File: src/timer_consts.svh
// constants for one timer channel: offsets, field codes, reset values
// assumes a 32-bit avalon-mm slave with byte addresses, one word per register
//
// Operation
// RL1 - select 000: software start only, hardware ignored
// RL2 - select 001: pin active edge starts and captures
// RL3 - select 010: one pin edge starts, other captures
// RL4 - select 100: slave starts on master interrupt
// RL5 - select 110: master starts, own pin edge ends
// RL6 - edge select 00 falling, 01 rising
// RL7 - edge select 10: start falling, capture rising
// RL8 - edge select 11: start rising, capture falling
// RL9 - capture mode counts upward
// RL10 - capture and one-count mode counts upward
// RL11 - option 1: interrupt and output change at start
// RL12 - option 0: no interrupt, no output change at start
// RL13 - option 0 one-count: triggers while counting ignored
// RL14 - option 1 one-count: retrigger restarts, no interrupt
// RL15 - output disabled: software level drives pin
// RL16 - output enabled: timer drives level, writes ignored
// RL17 - level bit 0 low, 1 high
// RL18 - start write 1 sets enable flag
// RL19 - stop write 1 clears enable flag
// RL20 - input pin synchronised, one pulse per edge
`ifndef TIMER_CONSTS_SVH
`define TIMER_CONSTS_SVH

////////////////////////////////////////////////////////////////////////////////
// register byte offsets
`define TMR_OFS_MODE_HIGH   6'h00
`define TMR_OFS_MODE_LOW    6'h04
`define TMR_OFS_OUT_ENABLE  6'h08
`define TMR_OFS_OUT_LEVEL   6'h0c
`define TMR_OFS_START       6'h10
`define TMR_OFS_STOP        6'h14
`define TMR_OFS_STATUS      6'h18
`define TMR_OFS_DATA        6'h1c
`define TMR_OFS_COUNT       6'h20

////////////////////////////////////////////////////////////////////////////////
// field positions
`define TMR_BIT_TRIG        0
`define TMR_STAT_ENABLE     0
`define TMR_STAT_COUNTING   1

////////////////////////////////////////////////////////////////////////////////
// start trigger select codes
`define TMR_STS_SOFT        3'h0
`define TMR_STS_PIN         3'h1
`define TMR_STS_BOTH        3'h2
`define TMR_STS_MASTER      3'h4
`define TMR_STS_MASTER_PIN  3'h6

// input edge select codes
`define TMR_CIS_FALL        2'h0
`define TMR_CIS_RISE        2'h1
`define TMR_CIS_LOW_WIDTH   2'h2
`define TMR_CIS_HIGH_WIDTH  2'h3

// operating mode codes, upper three mode bits
`define TMR_MD_INTERVAL     3'h0
`define TMR_MD_CAPTURE      3'h2
`define TMR_MD_EVENT        3'h3
`define TMR_MD_ONE_COUNT    3'h4
`define TMR_MD_CAP_ONE      3'h6

////////////////////////////////////////////////////////////////////////////////
// reset values
`define TMR_RST_MODE_HIGH   3'h0
`define TMR_RST_MODE_LOW    8'h00
`define TMR_RST_OUT_ENABLE  1'h0
`define TMR_RST_OUT_LEVEL   1'h0

`endif

File: src/timer_pkg.sv
// types shared by the timer channel files
// assumes nothing beyond a systemverilog compiler
package timer_pkg;

    typedef struct packed {
        logic [1:0] edge_sel;
        logic [1:0] unused;
        logic [3:0] mode;
    } mode_cfg_type;

    typedef struct packed {
        logic rise;
        logic fall;
    } edge_evt_type;

    typedef enum logic [1:0] {CH_IDLE, CH_WAIT, CH_COUNT} channel_state_type;

endpackage

File: src/pin_edge_sync.sv
// two-flop synchroniser and edge detector for the timer input pin
// assumes the pin is asynchronous to core_clk
module pin_edge_sync
(
    // clock and reset
    input  wire logic                  core_clk,
    input  wire logic                  rst_n,
    // pin side
    input  wire logic                  pin_async,
    // core side
    output timer_pkg::edge_evt_type    edges
);

    logic meta;
    logic stable;
    logic prev;

    // first flop feeds only the second one
    always_ff @(posedge core_clk or negedge rst_n)
    begin
        if (!rst_n)
        begin
            meta   <= 1'b0;
            stable <= 1'b0;
            prev   <= 1'b0;
            edges  <= '0;
        end
        else
        begin
            meta       <= pin_async;
            stable     <= meta;
            prev       <= stable;
            edges.rise <= stable & ~prev;  // RL20
            edges.fall <= ~stable & prev;  // RL20
        end
    end

endmodule

File: src/timer_channel.sv
// one timer channel: trigger selection, modes, output gating, avalon-mm registers
// assumes input pin asynchronous, master interrupt on core_clk, no prescaler
//
// Local design decisions: the register addresses and register access over Avalon-MM.
`include "timer_consts.svh"
module timer_channel #(
    parameter int COUNT_WIDTH = 16
)
(
    // clock and reset
    input  wire logic                    core_clk,
    input  wire logic                    rst_n,
    // avalon-mm slave
    input  wire logic [5:0]              avs_address,
    input  wire logic                    avs_read,
    input  wire logic                    avs_write,
    input  wire logic [31:0]             avs_writedata,
    input  wire logic [3:0]              avs_byteenable,
    output      logic [31:0]             avs_readdata,
    output      logic                    avs_waitrequest,
    // pins and chaining
    input  wire logic                    timer_input_pin,
    input  wire logic                    master_interrupt_request,
    output      logic                    timer_output_pin,
    output      logic                    channel_interrupt_request
);

    ////////////////////////////////////////////////////////////////////////////
    // registers

    logic [2:0]                    start_trigger_select;
    timer_pkg::mode_cfg_type       channel_mode_low;
    logic                          output_enable_bit;
    logic                          output_level_bit;
    logic [COUNT_WIDTH-1:0]        data_reg;
    logic [COUNT_WIDTH-1:0]        count_register;
    timer_pkg::channel_state_type  state;
    timer_pkg::edge_evt_type       pin_evt;

    ////////////////////////////////////////////////////////////////////////////
    // bus decode

    wire logic wr_take    = avs_write & ~avs_waitrequest;
    wire logic lane0      = avs_byteenable[0];
    wire logic sel_mhigh  = avs_address == `TMR_OFS_MODE_HIGH;
    wire logic sel_mlow   = avs_address == `TMR_OFS_MODE_LOW;
    wire logic sel_oe     = avs_address == `TMR_OFS_OUT_ENABLE;
    wire logic sel_level  = avs_address == `TMR_OFS_OUT_LEVEL;
    wire logic sel_start  = avs_address == `TMR_OFS_START;
    wire logic sel_stop   = avs_address == `TMR_OFS_STOP;
    wire logic sel_status = avs_address == `TMR_OFS_STATUS;
    wire logic sel_data   = avs_address == `TMR_OFS_DATA;
    wire logic sel_count  = avs_address == `TMR_OFS_COUNT;

    wire logic wr_mhigh = wr_take & sel_mhigh & lane0;
    wire logic wr_mlow  = wr_take & sel_mlow & lane0;
    wire logic wr_oe    = wr_take & sel_oe & lane0;
    wire logic wr_level = wr_take & sel_level & lane0;
    wire logic wr_data  = wr_take & sel_data;
    wire logic sw_start = wr_take & sel_start & lane0 & avs_writedata[`TMR_BIT_TRIG];  // RL18
    wire logic sw_stop  = wr_take & sel_stop & lane0 & avs_writedata[`TMR_BIT_TRIG];   // RL19

    // byte lanes 0 and 1 of the data register
    wire logic [31:0] be_mask = {{8{avs_byteenable[3]}}, {8{avs_byteenable[2]}},
                                 {8{avs_byteenable[1]}}, {8{avs_byteenable[0]}}};
    wire logic [COUNT_WIDTH-1:0] data_written =
        COUNT_WIDTH'((avs_writedata & be_mask) | (32'(data_reg) & ~be_mask));

    wire logic channel_enable_flag = state != timer_pkg::CH_IDLE;
    wire logic counting            = state == timer_pkg::CH_COUNT;

    wire logic [31:0] status_word = {30'h0, counting, channel_enable_flag};
    wire logic [31:0] rd_mux =
        sel_mhigh  ? 32'(start_trigger_select) :
        sel_mlow   ? 32'(channel_mode_low) :
        sel_oe     ? 32'(output_enable_bit) :
        sel_level  ? 32'(output_level_bit) :
        sel_status ? status_word :
        sel_data   ? 32'(data_reg) :
        sel_count  ? 32'(count_register) :
                     32'h0;

    ////////////////////////////////////////////////////////////////////////////
    // input pin and trigger selection

    pin_edge_sync u_pin_sync
    (
        .core_clk  (core_clk),
        .rst_n     (rst_n),
        .pin_async (timer_input_pin),
        .edges     (pin_evt)
    );

    wire logic [1:0] cis = channel_mode_low.edge_sel;
    wire logic [2:0] sts = start_trigger_select;

    wire logic active_edge =
        (cis == `TMR_CIS_FALL) ? pin_evt.fall :                  // RL6
        (cis == `TMR_CIS_RISE) ? pin_evt.rise :                  // RL6
                                 pin_evt.rise | pin_evt.fall;    // RL7 RL8
    wire logic start_edge =
        (cis == `TMR_CIS_LOW_WIDTH)  ? pin_evt.fall :            // RL7
        (cis == `TMR_CIS_HIGH_WIDTH) ? pin_evt.rise :            // RL8
                                       active_edge;
    wire logic capture_edge =
        (cis == `TMR_CIS_LOW_WIDTH)  ? pin_evt.rise :            // RL7
        (cis == `TMR_CIS_HIGH_WIDTH) ? pin_evt.fall :            // RL8
                                       active_edge;

    // software-only select leaves both hardware terms at zero
    wire logic hw_start =
        (sts == `TMR_STS_PIN)        ? active_edge :               // RL2
        (sts == `TMR_STS_BOTH)       ? start_edge :                // RL3
        (sts == `TMR_STS_MASTER)     ? master_interrupt_request :  // RL4
        (sts == `TMR_STS_MASTER_PIN) ? master_interrupt_request :  // RL5
                                       1'b0;                       // RL1
    wire logic hw_capture =
        (sts == `TMR_STS_PIN)        ? active_edge :               // RL2
        (sts == `TMR_STS_BOTH)       ? capture_edge :              // RL3
        (sts == `TMR_STS_MASTER_PIN) ? active_edge :               // RL5
                                       1'b0;

    ////////////////////////////////////////////////////////////////////////////
    // mode decode and start conditions

    wire logic [2:0] md  = channel_mode_low.mode[3:1];
    wire logic       opt = channel_mode_low.mode[0];

    wire logic is_interval = md == `TMR_MD_INTERVAL;
    wire logic is_capture  = md == `TMR_MD_CAPTURE;
    wire logic is_event    = md == `TMR_MD_EVENT;
    wire logic is_one      = md == `TMR_MD_ONE_COUNT;
    wire logic is_cap_one  = md == `TMR_MD_CAP_ONE;
    // two-input slave: capture mode, master starts it, own pin edge ends it
    wire logic slave_shot  = is_capture & (sts == `TMR_STS_MASTER_PIN);  // RL5
    wire logic one_shot    = is_one | is_cap_one | slave_shot;
    wire logic counts_up   = is_capture | is_cap_one;  // RL9 RL10

    wire logic trig_src  = (sts == `TMR_STS_SOFT) ? sw_start :           // RL1
                           hw_start & channel_enable_flag;
    wire logic retrig_ok = is_one & opt;                                 // RL13 RL14
    wire logic free_start = ~one_shot & sw_start & ~counting;
    wire logic shot_start = one_shot & trig_src & (~counting | retrig_ok);
    wire logic restart    = shot_start & counting;                       // RL14
    wire logic count_start = free_start | shot_start;

    // only interval and capture modes announce the start
    wire logic start_irq = count_start & ~restart & opt
                           & (is_interval | is_capture);                 // RL11 RL12

    wire logic cnt_zero = count_register == '0;

    ////////////////////////////////////////////////////////////////////////////
    // next-value logic

    logic                          next_end_irq;
    logic                          next_capture;
    logic [COUNT_WIDTH-1:0]        next_count;
    timer_pkg::channel_state_type  next_state;

    always_comb
    begin
        next_end_irq = 1'b0;
        next_capture = 1'b0;
        next_count   = count_register;
        next_state   = state;
        if (sw_stop)
        begin
            next_state = timer_pkg::CH_IDLE;                      // RL19
        end
        else if (count_start)
        begin
            next_state = timer_pkg::CH_COUNT;
            next_count = counts_up ? '0 : data_reg;               // RL9 RL10
        end
        else if (sw_start && one_shot && !channel_enable_flag)
        begin
            next_state = timer_pkg::CH_WAIT;                      // RL18
        end
        else if (counting)
        begin
            if (is_interval)
            begin
                next_end_irq = cnt_zero;
                next_count   = cnt_zero ? data_reg : count_register - 1'b1;
            end
            else if (is_event)
            begin
                if (active_edge)
                begin
                    next_end_irq = cnt_zero;
                    next_count   = cnt_zero ? data_reg : count_register - 1'b1;
                end
            end
            else if (is_one)
            begin
                next_end_irq = cnt_zero;
                next_count   = count_register - 1'b1;
                if (cnt_zero)
                begin
                    next_state = timer_pkg::CH_WAIT;
                    next_count = '0;
                end
            end
            else if (counts_up)
            begin
                next_count = count_register + 1'b1;               // RL9 RL10
                if (hw_capture)
                begin
                    next_end_irq = 1'b1;
                    next_capture = 1'b1;
                    next_count   = '0;
                    if (is_cap_one || slave_shot)
                    begin
                        next_state = timer_pkg::CH_WAIT;          // RL5 RL10
                    end
                end
                else if (is_capture && sts == `TMR_STS_BOTH && start_edge)
                begin
                    next_count = '0;                              // RL3
                end
            end
        end
    end

    // output toggles on every timer event; start counts only with option set
    wire logic toggle_evt = next_end_irq | start_irq;             // RL11

    ////////////////////////////////////////////////////////////////////////////
    // channel state

    always_ff @(posedge core_clk or negedge rst_n)
    begin
        if (!rst_n)
        begin
            state                     <= timer_pkg::CH_IDLE;
            count_register            <= '0;
            channel_interrupt_request <= 1'b0;
        end
        else
        begin
            state                     <= next_state;
            count_register            <= next_count;
            channel_interrupt_request <= next_end_irq | start_irq;
        end
    end

    // capture wins over a software write in the same cycle
    always_ff @(posedge core_clk or negedge rst_n)
    begin
        if (!rst_n)
            data_reg <= '0;
        else if (next_capture)
            data_reg <= count_register;
        else if (wr_data)
            data_reg <= data_written;
    end

    ////////////////////////////////////////////////////////////////////////////
    // configuration and output level

    always_ff @(posedge core_clk or negedge rst_n)
    begin
        if (!rst_n)
        begin
            start_trigger_select <= `TMR_RST_MODE_HIGH;
            channel_mode_low     <= `TMR_RST_MODE_LOW;
            output_enable_bit    <= `TMR_RST_OUT_ENABLE;
        end
        else
        begin
            if (wr_mhigh)
                start_trigger_select <= avs_writedata[2:0];
            if (wr_mlow)
                channel_mode_low <= avs_writedata[7:0];
            if (wr_oe)
                output_enable_bit <= avs_writedata[0];
        end
    end

    always_ff @(posedge core_clk or negedge rst_n)
    begin
        if (!rst_n)
            output_level_bit <= `TMR_RST_OUT_LEVEL;
        else if (output_enable_bit)
            output_level_bit <= output_level_bit ^ toggle_evt;   // RL16
        else if (wr_level)
            output_level_bit <= avs_writedata[0];                // RL15
    end

    // the level bit itself is the pin, so a read shows what the pin drives
    assign timer_output_pin = output_level_bit;                  // RL17

    ////////////////////////////////////////////////////////////////////////////
    // bus answer: one wait cycle on every access

    always_ff @(posedge core_clk or negedge rst_n)
    begin
        if (!rst_n)
        begin
            avs_waitrequest <= 1'b1;
            avs_readdata    <= 32'h0;
        end
        else
        begin
            avs_waitrequest <= ~((avs_read | avs_write) & avs_waitrequest);
            if (avs_read && avs_waitrequest)
                avs_readdata <= rd_mux;
        end
    end
endmodule

File: config.mk
export PLATFORM = sky130hd
export DESIGN_NAME = timer_channel
export DESIGN_NICKNAME = d
export VERILOG_FILES = /design/src/timer_pkg.sv /design/src/pin_edge_sync.sv /design/src/timer_channel.sv
export VERILOG_INCLUDE_DIRS = /design/src /design/src/src
export SDC_FILE = /design/constraint.sdc
export NUM_CORES = 1
export LEC_CHECK = 0
export ABC_AREA = 1
export BUFFER_PORTS_ARGS = -buffer_cell sky130_fd_sc_hd__clkbuf_2
export CAP_MARGIN = 30
export CORE_ASPECT_RATIO = 1.75
export CORE_UTILIZATION = 29
export DETAILED_ROUTE_END_ITERATION = 6
export SYNTH_ARGS = -nofsm -noshare
export SYNTH_HDL_FRONTEND = slang
export SYNTH_HIERARCHICAL = 1
export SYNTH_SLANG_ARGS = --single-unit
File: constraint.sdc
create_clock -name core_clk -period 4.75 [get_ports core_clk]
set_input_delay 0.95 -clock core_clk [delete_from_list [all_inputs] [get_ports core_clk]]
set_output_delay 0.95 -clock core_clk [all_outputs]
set_load 0.05 [all_outputs]
==> summary.txt <==
Outcome
  • Status: finished, final reports clean

Setup path
  • WP data arrival: 2.86 ns
  • Setup CP Type: input pin to register
  • CP Cell Sequence: clkbuf_2 -> nor2_2 -> nand3_1 -> nor2_2 -> inv_1 -> nor2_1 -> nand2_1 -> nand2_1 -> o221ai_1
  • CP endpoint kind: register
  • Worst path buffer plus inverter count: 2
  • Setup slack, reg-to-reg: 2.21 ns
  • Max FO, Critical Path: 12
  • Critical Path RT: 4.96 ns
  • Slowest cell delay on critical path: 0.33 ns
  • Worst r2r src: channel_mode_low[1]
  • Setup crit start kind: input pin
  • Cells on worst reg2reg path: 6
  • Crit-path leading delay family: simple AND/OR/NAND/NOR gates
  • CP max stage cell: inv_1

Clock network
  • Post_cts resized: 0
  • TritonCTS Buffers: 9
  • H-tree levels: 3
  • Clk sink count: 70
  • CTS root buf: clkbuf_16
  • Clk_lat worst skew: 0.35 ns
  • CTS tree: yes
  • Clk slew on worst S/H paths: 0.06 ns
  • Post-CTS Setup Inserts: 0
  • Bufs on Longest Clock Path: 2
  • Post-CTS Hold Buffers: 0

Synth
  • Yosys reg bits: 70
  • Mapped cell area: 4995 sq um
  • Yosys cell types: 44
  • EDFF count, synth: 0
  • Cells after Synth: 735
  • FFs w/ async S/R, synth: 100.0%
  • Top_reg_cell synth: dfrtp_1
  • Ys Warns: 6
  • Syn avg cell area: 6.796 sq um
  • Register area share after synthesis: 35.10%

Timing
  • Hold slack: 0.3591 ns
  • Clock period minus worst slack: 2.648 ns
  • Endpoints failing setup: 0
  • Slew Viols, Final: 0
  • Final period utilization: 55.74%
  • Final hold viol count: 0
  • Setup TNS: 0 ns
  • Slew margin rel.: 54.49%
  • Unrepaired setup endpoints after global routing: false
  • Clock skew: 0.008549 ns
  • Highest Clock Rate: 377.7 MHz
  • Measured slew at the worst slew-check pin: 0.6810 ns

Cells and area
  • Filler instances: 1890
  • Multi-input gate area: 2728 sq um
  • Diode count: 0
  • FF+latch area: 1753 sq um
  • Post-route insts no fill: 1004
  • Post-layout nets: 823
  • Area grow syn2layout: 13.43%
  • Fraction of layout cells with a size suffix above 1: 13.26%

Detailed routing
  • Wire length per cell: 16.28 microns
  • Via-to-Cell Ratio: 4.875
  • Drt drc: 0
  • Via count: 4895
  • DRT Pass-1 Iters: 5
  • 1st-iter DRT viols: 305
  • Antenna Nets Post-Route: 0
  • Final wirelength: 16340 microns

Place
  • Port Buf Inserts: 48
  • Placed insts: 987
  • Final GP Congestion: 0.9737
  • DP HPWL: 12850 microns

Floorplanning
  • Initial Util: 29.61%
  • FP Rows: 63
  • CORE AREA: 16870 sq um
  • Die area: 17770 sq um
  • DIE HEIGHT: 175.6 microns
  • Die Wd: 101.2 microns
  • I/O Pins: 83

Flow run
  • Number of max-cap violations: 0

Hold path
  • Worst Hold Class: register to register
  • Worst Hold Endpoint: u_pin_sync/stable
  • Hold Crit Depth: 0
  • Hold_sp: u_pin_sync/meta

Global route
  • Grt total ovfl: 0
  • First-pass GRT wire length: 26220 microns
  • Vias in the first global route: 4857
  • Largest net degree at the start of global routing: 71
  • Initial antenna violation count: 0
  • GRT Util Overall: 19.68%

Power
  • Leakage: 0.002766 uW
  • P per Cell Area: 453.5 nW/um^2
  • Worst vdd ir: 250.3 uV
## synth_stat cells, types with 2 or more instances
master	instances	share of area, %
a21oi_1	17	1.7
a31oi_1	3	0.38
and2_1	2	0.25
buf_2	13	1.3
buf_4	18	2.7
buf_6	2	0.45
clkbuf_1	6	0.45
dfrtp_1	69	35
ha_1	3	0.75
inv_1	78	5.9
inv_2	6	0.45
mux2_2	2	0.45
nand2_1	211	16
nand2_2	3	0.38
nand2_4	3	0.68
nand3_1	94	9.4
nand3_2	4	0.80
nand3b_1	2	0.30
nand4_1	9	1.1
nor2_1	67	5.0
nor2_2	9	1.1
nor2_4	2	0.45
nor3_1	4	0.40
nor3_2	2	0.40
o2111ai_1	2	0.35
o211ai_1	5	0.75
o21ai_0	47	4.7
o21ai_1	3	0.30
o221ai_1	15	2.6
o22ai_1	8	1.0
xor2_1	13	2.3
## layer usage
metal	global-route usage, %	routed length (microns)
met5	0	0
met4	12.74	837
met3	2.109	497
met2	35.97	8824
met1	20.89	6183
## through the flow
stage	cell area [sq um]	total power [uW]	worst slack (ns)	util, %
after floorplan	5051	1608	2.533	-
after global placement	5333	1870	1.740	31.61
after detailed placement	5340	1868	1.704	31.66
after CTS	5638	2570	2.067	33.42
after global routing	5665	2738	1.837	33.59
final	5665	2569	2.102	33.59
## where the power goes
group          internal [uW]  switching [uW]  leakage (uW)
combinational            320             712       0.00176
sequential               688             157      0.000864
clock                    408             283      0.000142
## worst max path at each step
stage / slack (ns) / cells after the start / start / end
floorplan: 2.53 / 13 / avs_address[1] / count_register[9]
global placement: 1.74 / 9 / avs_address[1] / register
detailed placement: 1.70 / 9 / avs_address[1] / register
CTS: 2.07 / 9 / avs_address[1] / register
global route: 1.84 / 10 / avs_address[1] / register
finish: 2.10 / 9 / avs_address[1] / register
## final cells by class
class	instances	area share, %
multi-input cells	555	48.14
flip-flops and latches	70	30.94
inverters	86	5.742
well taps	227	5.013
repair buffers	50	4.903
clock buffers	9	3.975
clock inverters	7	1.281
## placed cells by master (no fill, tap or decap), types with 4 or more instances in the layout
master,instances
a21oi_1,17
clkbuf_16,9
clkbuf_2,47
conb_1,16
dfrtp_1,69
inv_1,78
inv_2,6
nand2_1,211
nand3_1,94
nand3_2,4
nand4_1,9
nor2_1,67
nor2_2,9
nor3_1,4
o211ai_1,5
o21ai_0,47
o221ai_1,15
o22ai_1,8
xor2_1,13
## cells by family (layout without fill, tap and decap cells)
kind of cell             after synthesis  count (layout)  synth area share (%)
flip-flops                            70              70                 35.10
adder cells (fa/ha/maj)                3               3                0.7516
other                                  1              16               0.07508
XOR/XNOR                              14              14                 2.455
multiplexers                           2               2                0.4509
AO/OA/AOI/OAI                        103             103                 12.30
buffers and inverters                125             152                 11.42
AND/OR/NAND/NOR                      417             417                 37.45
(Power assumes the default switching activity.)
